## src/include/ahsf_pkg.sv

```systemverilog
// Package of offsets, field positions and reset values for the air hub status flag bank
package ahsf_pkg;

	// ----------------------------------------------------------------
	// Register word indices (one aligned 32-bit word each)
	// ----------------------------------------------------------------
	// Offsets are not all multiples of four, so each is used as a word index
	localparam logic [7:0] IDX_MEAS_STATUS   = 8'h14; // Measurement status byte
	localparam logic [7:0] IDX_DIAG_WORD     = 8'h18; // Regulator diagnostic word
	localparam logic [7:0] IDX_HUB_SHORT     = 8'h1a; // Hub short status byte
	localparam logic [7:0] IDX_REG_QUALITY   = 8'h1b; // Regulator port quality byte
	localparam logic [7:0] IDX_AUX_QUALITY   = 8'h1c; // Aux port quality byte
	localparam int         ADDR_W            = 10;    // Byte address width, index times four

	// ----------------------------------------------------------------
	// Diagnostic word bit positions
	// ----------------------------------------------------------------
	localparam int DG_SETTLED    = 0;  // Pressure within band of target
	localparam int DG_ENERGIZE   = 3;  // Energized time reached limit
	localparam int DG_RESIDUAL   = 4;  // Residual pressure at zero clear
	localparam int DG_TARGET_OVR = 5;  // Target above limit
	localparam int DG_UNDER      = 6;  // Pressure under range
	localparam int DG_OVER       = 7;  // Pressure over range
	localparam int DG_VOLT_LOW   = 8;  // Supply voltage low
	localparam int DG_VOLT_HIGH  = 9;  // Supply voltage high
	localparam int DG_ALARM      = 10; // OR of bits 4..9
	localparam int DG_LINK_ERR   = 11; // Internal link fault
	localparam int DG_VALVE_ERR  = 12; // Built-in valve fault
	localparam int DG_SYS_ERR    = 13; // Internal system fault
	localparam int DG_NVM_ERR    = 14; // Nonvolatile storage fault
	localparam int DG_ERROR      = 15; // OR of bits 11..14

	// ----------------------------------------------------------------
	// Hub short byte and per-port quality byte bit positions
	// ----------------------------------------------------------------
	localparam int HB_SUPPLY_SHORT = 0; // Port power or sensor_supply short
	localparam int HB_LINK_UP      = 1; // Port link state
	localparam int HB_VALVE_SHORT  = 2; // valve_supply short
	localparam int PQ_DEVICE_IDENTITY_MISMATCH  = 0; // device_identity_mismatch
	localparam int PQ_MAP_OVERSIZE = 1; // Process data length exceeds map
	localparam int PQ_SUPPLY_SHORT = 2; // supply_line_short
	localparam int PQ_SIGNAL_SHORT = 3; // signal_line_short
	localparam int PQ_BACKUP_VALID = 4; // backup_valid_flag
	localparam int PQ_LINK_UP      = 5; // link_up_flag
	localparam int PQ_EVENT        = 6; // pending_event_flag
	localparam int PQ_INPUT_VALID  = 7; // input_valid_flag

	// ----------------------------------------------------------------
	// Reset values and settle band
	// ----------------------------------------------------------------
	localparam logic [7:0]  RST_BYTE    = 8'h00; // All flags clear after reset
	localparam logic [15:0] RST_WORD    = 16'h0000;
	localparam logic [31:0] RD_UNMAPPED = 32'h00000000; // Unmapped reads return zero
	localparam int          BAND_PCT    = 10;    // Settle band, percent of target

endpackage

```

## src/rtl/ahsf_status_flags.sv

```systemverilog
// Air hub status flag bank: flag assembly plus classic Wishbone read-only slave
//
// Behaviour
// - Bit 0 set when pressure within 10% target
// - Bit 3 set when energized time reaches limit
// - Bit 4 flags residual pressure at zero clear
// - Bit 5 set when target exceeds limit
// - Bit 6 set when pressure under range
// - Bit 7 set when pressure over range
// - Bit 8 set while supply voltage low
// - Bit 9 set while supply voltage high
// - Bit 10 is OR of bits 4..9
// - Bits 11..13 link, valve, system faults
// - Bit 14 set on nonvolatile storage fault
// - Bit 15 is OR of bits 11..14
// - Hub bit 0 set on supply short
// - Hub bit 1, port bit 5 link state
// - Hub bit 2 valve short; 3..7 reserved
// - Port bit 0 set on identity mismatch
// - Port bit 1 set on oversize process data
// - Port bits 2,3 supply and signal shorts
// - Port bit 4 set when backup valid
// - Port bit 6 set while event pending
// - Port bit 7 set when input valid
//
// The Wishbone register port was decided locally.
`timescale 1ns/100ps

module ahsf_status_flags #(
	parameter int PW    = 16, // Pressure value width
	parameter int NPORT = 2   // Port quality bytes: regulator and aux
) (
	input  wire logic              clk_i,            // System clock, 125 MHz
	input  wire logic              rst_i,            // Synchronous reset, active high
	input  wire logic              ce_i,             // Clock enable, freezes all state when low
	// Wishbone classic slave
	input  wire logic              cyc_i,            // Bus cycle
	input  wire logic              stb_i,            // Strobe
	input  wire logic              we_i,             // Write enable (writes ignored)
	input  wire logic [ahsf_pkg::ADDR_W-1:0] adr_i,  // Byte address
	input  wire logic [3:0]        sel_i,            // Byte selects
	input  wire logic [31:0]       dat_i,            // Write data (ignored)
	output logic      [31:0]       dat_o,            // Read data
	output logic                   ack_o,            // Acknowledge
	// Measurement status byte source
	input  wire logic [7:0]        meas_status_i,    // Measurement status flags
	// Regulator pressure conditions
	input  wire logic [PW-1:0]     pressure_i,       // Output pressure
	input  wire logic [PW-1:0]     target_i,         // Commanded target
	input  wire logic [PW-1:0]     target_limit_i,   // Permitted target ceiling
	input  wire logic [PW-1:0]     press_low_lim_i,  // Lower pressure limit
	input  wire logic [PW-1:0]     press_high_lim_i, // Upper pressure limit
	input  wire logic [PW-1:0]     residual_lim_i,   // Residual pressure limit
	input  wire logic              zero_clear_i,     // Zero-clear in progress
	input  wire logic              energize_done_i,  // Energized time reached limit
	input  wire logic              volt_low_i,       // Supply voltage below limit
	input  wire logic              volt_high_i,      // Supply voltage above limit
	input  wire logic              link_fault_i,     // Internal link fault
	input  wire logic              valve_fault_i,    // Built-in valve fault
	input  wire logic              system_fault_i,   // Internal system fault
	input  wire logic              nvm_fault_i,      // Nonvolatile storage fault
	// Hub conditions
	input  wire logic              hub_supply_short_i, // Port power or sensor_supply short
	input  wire logic              valve_supply_short_i, // valve_supply short
	// Per-port conditions, one bit per port
	input  wire logic [NPORT-1:0]  device_identity_mismatch_i, // Connected identity differs
	input  wire logic [NPORT-1:0]  map_oversize_i,   // Process data exceeds mapping
	input  wire logic [NPORT-1:0]  supply_line_short_i, // Supply line short
	input  wire logic [NPORT-1:0]  signal_line_short_i, // Signal line short
	input  wire logic [NPORT-1:0]  backup_valid_i,   // parameter_backup data valid
	input  wire logic [NPORT-1:0]  link_up_i,        // Operating or pre-operating
	input  wire logic [NPORT-1:0]  pending_event_i,  // Warning or error pending
	input  wire logic [NPORT-1:0]  input_valid_i,    // Received input data valid
	// Snapshot outputs
	output logic      [15:0]       diag_word_o,      // Diagnostic word
	output logic      [7:0]        hub_short_o       // Hub short status byte
);

	// ----------------------------------------------------------------
	// Flag registers
	// ----------------------------------------------------------------
	logic [7:0]  meas_status;               // Measurement status byte
	logic [15:0] diag_word;                 // Diagnostic word
	logic [7:0]  hub_short;                 // Hub byte
	logic [7:0]  port_quality [NPORT];      // Per-port quality bytes
	logic [15:0] next_diag;                 // Next diagnostic word
	logic [PW+6:0] dev_scaled;              // |p - t| * 100, seven extra bits hold the product
	logic [PW+6:0] band_scaled;             // t * BAND_PCT
	logic [PW-1:0] abs_dev;                 // Absolute deviation

	// ----------------------------------------------------------------
	// Settle band compare
	// ----------------------------------------------------------------
	// Scaled compare avoids a divider: |p-t|*100 <= t*10
	always_comb begin
		abs_dev     = (pressure_i >= target_i) ? pressure_i - target_i : target_i - pressure_i;
		dev_scaled  = (PW+7)'(abs_dev) * (PW+7)'(100);
		band_scaled = (PW+7)'(target_i) * (PW+7)'(ahsf_pkg::BAND_PCT);
	end

	// ----------------------------------------------------------------
	// Diagnostic word composition
	// ----------------------------------------------------------------
	always_comb begin
		next_diag = ahsf_pkg::RST_WORD; // Reserved bits 1 and 2 stay zero
		next_diag[ahsf_pkg::DG_SETTLED]    = (dev_scaled <= band_scaled);
		next_diag[ahsf_pkg::DG_ENERGIZE]   = energize_done_i;
		next_diag[ahsf_pkg::DG_RESIDUAL]   = zero_clear_i && (pressure_i > residual_lim_i);
		next_diag[ahsf_pkg::DG_TARGET_OVR] = target_i > target_limit_i;
		next_diag[ahsf_pkg::DG_UNDER]      = pressure_i < press_low_lim_i;
		next_diag[ahsf_pkg::DG_OVER]       = pressure_i > press_high_lim_i;
		next_diag[ahsf_pkg::DG_VOLT_LOW]   = volt_low_i;
		next_diag[ahsf_pkg::DG_VOLT_HIGH]  = volt_high_i;
		next_diag[ahsf_pkg::DG_ALARM]      = |next_diag[ahsf_pkg::DG_VOLT_HIGH:ahsf_pkg::DG_RESIDUAL];
		next_diag[ahsf_pkg::DG_LINK_ERR]   = link_fault_i;
		next_diag[ahsf_pkg::DG_VALVE_ERR]  = valve_fault_i;
		next_diag[ahsf_pkg::DG_SYS_ERR]    = system_fault_i;
		next_diag[ahsf_pkg::DG_NVM_ERR]    = nvm_fault_i;
		next_diag[ahsf_pkg::DG_ERROR]      = |next_diag[ahsf_pkg::DG_NVM_ERR:ahsf_pkg::DG_LINK_ERR];
	end

	// ----------------------------------------------------------------
	// Flag capture, refreshed every enabled cycle
	// ----------------------------------------------------------------
	// No sticky state: a cleared condition clears its flag next cycle
	always_ff @(posedge clk_i) begin
		if (rst_i) begin
			meas_status <= ahsf_pkg::RST_BYTE;
			diag_word   <= ahsf_pkg::RST_WORD;
			hub_short   <= ahsf_pkg::RST_BYTE;
		end else if (ce_i) begin
			meas_status <= meas_status_i;
			diag_word   <= next_diag;
			hub_short   <= {5'h00, valve_supply_short_i, link_up_i[0], hub_supply_short_i};
		end
	end

	// Per-port quality bytes, port 0 is the regulator port
	for (genvar p = 0; p < NPORT; p++) begin : g_port
		always_ff @(posedge clk_i) begin
			if (rst_i) begin
				port_quality[p] <= ahsf_pkg::RST_BYTE;
			end else if (ce_i) begin
				port_quality[p] <= {input_valid_i[p], pending_event_i[p], link_up_i[p],
					backup_valid_i[p], signal_line_short_i[p], supply_line_short_i[p],
					map_oversize_i[p], device_identity_mismatch_i[p]};
			end
		end
	end

	// ----------------------------------------------------------------
	// Wishbone slave: read only, one registered ack per request
	// ----------------------------------------------------------------
	logic        req;              // Fresh request this cycle
	logic [7:0]  idx;              // Word index
	logic [31:0] next_rd;          // Decoded read data
	assign req = cyc_i && stb_i && !ack_o;
	assign idx = 8'(adr_i[ahsf_pkg::ADDR_W-1:2]);

	// Read decode; unmapped and reserved bits return zero
	always_comb begin
		next_rd = ahsf_pkg::RD_UNMAPPED;
		unique case (idx)
			ahsf_pkg::IDX_MEAS_STATUS: next_rd = {24'h000000, meas_status};
			ahsf_pkg::IDX_DIAG_WORD:   next_rd = {16'h0000, diag_word};
			ahsf_pkg::IDX_HUB_SHORT:   next_rd = {24'h000000, hub_short};
			ahsf_pkg::IDX_REG_QUALITY: next_rd = {24'h000000, port_quality[0]};
			ahsf_pkg::IDX_AUX_QUALITY: next_rd = (NPORT > 1) ? {24'h000000, port_quality[NPORT-1]} : 32'h00000000;
			default:                   next_rd = ahsf_pkg::RD_UNMAPPED;
		endcase
	end

	// Ack one cycle after request; writes are acked but change nothing
	always_ff @(posedge clk_i) begin
		if (rst_i) begin
			ack_o <= 1'b0;
			dat_o <= 32'h00000000;
		end else if (ce_i) begin
			ack_o <= req;
			if (req && !we_i) begin
				dat_o <= next_rd;
			end
		end
	end

	// Snapshot outputs straight from flops
	always_ff @(posedge clk_i) begin
		if (rst_i) begin
			diag_word_o <= ahsf_pkg::RST_WORD;
			hub_short_o <= ahsf_pkg::RST_BYTE;
		end else if (ce_i) begin
			diag_word_o <= next_diag;
			hub_short_o <= {5'h00, valve_supply_short_i, link_up_i[0], hub_supply_short_i};
		end
	end
endmodule // ahsf_status_flags

```

## config.mk

```make
export PLATFORM = sky130hd
export DESIGN_NAME = ahsf_status_flags
export DESIGN_NICKNAME = d
export VERILOG_FILES = /design/src/include/ahsf_pkg.sv /design/src/rtl/ahsf_status_flags.sv
export SDC_FILE = /design/constraint.sdc
export NUM_CORES = 1
export LEC_CHECK = 0
export BUFFER_PORTS_ARGS = -buffer_cell sky130_fd_sc_hd__buf_2
export CAP_MARGIN = 30
export CORE_ASPECT_RATIO = 1.2
export CORE_MARGIN = 4
export CORE_UTILIZATION = 59
export DETAILED_ROUTE_END_ITERATION = 6
export PLACE_DENSITY_LB_ADDON = 0.12
export SYNTH_ARGS = -nofsm -noshare
export SYNTH_HDL_FRONTEND = slang
export SYNTH_SLANG_ARGS = --single-unit
```

## constraint.sdc

```tcl
create_clock -name clk_i -period 12.75 [get_ports clk_i]
set_clock_uncertainty 0.1 [all_clocks]
set_input_delay 1.275 -clock clk_i [delete_from_list [all_inputs] [get_ports clk_i]]
set_output_delay 1.275 -clock clk_i [all_outputs]
set_load 0.02 [all_outputs]
```

==> flow_summary.toml <==
[critical_path]
worstSetupStartpoint = "pressure_i[6]"
cpPeakStageDelay_ns = 0.57
cp.required_ns = 12.92
worst-path-buf-inv = 4
crit_path_top_delay_cell = "a2bb2oi_4"
cp_top_family = "compound AO/OA/AOI/OAI gates"
worst_setup_path_start_kind = "primary input"
critPathKind = "in2reg"
cpMostUsedCell = "ha_1"
crit_fanout = 23
end_kind = "register"
ff2ff_setup_slack_ns = 10.73
arrival_ns = 8.55
r2r-start = "ack_o$_SDFFE_PP0P_"

[global_route]
antenna_found_initial = 0
grt_max_degree = 41
track_usage_pct = 25.2
grt_pass1_wl_um = 35100
grt_pass1_vias = 7580
grt_overflow = 0

[cts]
cts.reportedPaths.clkPinSlew_ns = 0.05
postCtsSetupBuffers = 0
cts_max_level = 3
clk_path_buf_depth = 2
ctsHoldBuffers = 0
numCtsBuffers = 9
cts_tree = "done"
post_cts_resized = 0
cts-root-buf = "clkbuf_16"
numClockSinks = 58
clock_latency_ns = 0.33

[power_and_ir_drop]
ir_drop_mv = 0.245
comb_power_share_pct = 77.2
p_leak_nw = 5.34
pwr-share-clk_pct = 12.7
pwr-share-seq_pct = 10.1
total_power_mw = 2.03
power.density_nw_per_um2 = 206
p_int_mw = 1.06
switching_share_pct = 47.8
power_switching_uw = 970

[final_layout]
fillers = 1257
drive_above_1_share_pct = 17.3
diodes = 0
seqCellArea_um2 = 1320
finish.utilization_pct = 68.6
multi_input_area_um2 = 6530
syn2layout_area_growth_pct = 13.9
fin_nets = 1593
stdcell_area_um2 = 9850

[die]
core_area_um2 = 14400
num_io_pins = 239
fp.dieW_um = 119
num_rows = 48
start_util_pct = 60.3
fp.dieH_um = 141
die_area_um2 = 16700

[sta]
slew_headroom_pct = 39.2
tns_ns = 0
tightest_slew_ns = 0.904
hold_slack_ns = 0.347
hold_violations = 0
rsz0062_at_grt = "false"
max_freq_mhz = 119
fin_crit_sh_pct = 65.8
maxSlewViolCount = 0
min_period_ns = 8.39
setup_violations = 0

[logic_synthesis]
synth-edff-count = 16
yosys-top-cells-area = "ha_1 28%, dfxtp_1 9.7%, inv_1 6.6%"
synthTopCellsByCount = "192 x ha_1, 151 x inv_1, 75 x nor2_1"
synth_top_area_share_pct = 27.8
synth_seq_area_share_pct = 15.3
avgSynthCellArea_um2 = 8.28
synth_cell_types = 78
ys_ff_latch = 58
synth_async_sr_flop_share_pct = 0
netlist.top_cell.by_area = "ha_1"
netlist_instances = 1045
synth_most_common_cell = "ha_1"
yosysWarnings = 0
yosys_most_used_dff = "dfxtp_1"
netlist_area_um2 = 8650

[worst_hold_path]
hold_path.class = "reg2reg"
hp-start = "dat_o[14]$_SDFFE_PP0P_"

[drt]
vias_per_cell = 5.68
num_vias = 7873
drc_errors = 0
ant_nets = 0
routed_wl_um = 21600
drtIter0Drc = 474
first_pass_iters = 6
wl_per_cell_um = 15.6

[status]
status = "complete, no violations"

[placed_design]
placed_cell_area_um2 = 9530
io_buffer_count = 177
hpwl_um = 18300
gp_congestion = 0.909

[run]
maxCapViolations = 0
power by group through the flow:
| stage | Sequential [mW] | Clock (mW) | Combinational [mW] |
|---|---|---|---|
| 4_1_cts | 0.205 | 0.259 | 1.57 |
| 3_3_place_gp | 0.209 | 0 | 1.52 |
| 6_report | 0.206 | 0.256 | 1.56 |
| 5_1_grt | 0.206 | 0.269 | 1.78 |
| 3_5_place_dp | 0.209 | 0 | 1.55 |
| 2_1_floorplan | 0.212 | 0 | 1.21 |
sequential cells by signal (all words and copies together) (netlist names):
| name | cells |
|---|---|
| ack_o | 1 |
| port_quality | 16 |
| dat_o | 16 |
| meas_status | 8 |
| hub_short_o | 3 |
| diag_word | 14 |
cell type report:
class	count	area share [%]
clock buffers	11	2.46
inverters	152	5.79
well taps	175	2.22
flip-flops and latches	58	13.4
multi-input cells	807	66.3
repair buffers	177	8.99
clock inverters	5	0.788
tightest hold or removal path, stage by stage, from the launching register on:
cell and delay (ns):
dfxtp_1 0.30, nand2_1 0.05, a21oi_1 0.05
final timing paths:
check,depth (start not counted),end
setup / recovery,30,diag_word[0]$_SDFFE_PP0P_
hold / removal,2,dat_o[14]$_SDFFE_PP0P_
setup reg to reg,4,dat_o[5]$_SDFFE_PP0P_
hold reg to reg,2,dat_o[14]$_SDFFE_PP0P_
cells in the final DEF (no fill, tap or decap), drive strengths merged, types with 19 or more instances in the layout:
cell     n
a21o    32
xnor2   25
mux2i   40
and2    20
inv    152
nand2   39
ha     192
conb    23
buf    177
nand3   24
o21ai   42
nor2    75
a21oi   64
dfxtp   42
xor2    19
routing by layer:
metal / routed length [µm] / vias to the layer above / global-route usage [%]
li1: - / 3984 / -
met1: 9030 / 3585 / 30.4
met2: 10800 / 256 / 45.1
met3: 1160 / 48 / 3.25
met4: 621 / 0 / 10.4
met5: 0 / - / 0
per-stage QoR:
step           worst slack [ns]  std cells
6_report                   4.36       1385
5_1_grt                    3.85       1385
4_1_cts                    4.42       1385
3_5_place_dp               4.10       1369
3_3_place_gp               4.04       1369
2_1_floorplan              5.29       1067
cells by family (layout without fill, tap and decap cells):
family | Yosys count | in the layout | share of synthesized area [%]
buffers and inverters | 202 | 345 | 10.2
DFF | 58 | 58 | 15.3
muxes | 42 | 42 | 4.93
adders and majority gates | 206 | 206 | 31.0
other | 1 | 23 | 0.0433
AOI/OAI and AO/OA | 247 | 247 | 19.6
and+or+nand+nor | 245 | 245 | 14.5
xor gates and xnor gates | 44 | 44 | 4.45
Power figures use the tool's default switching activity.
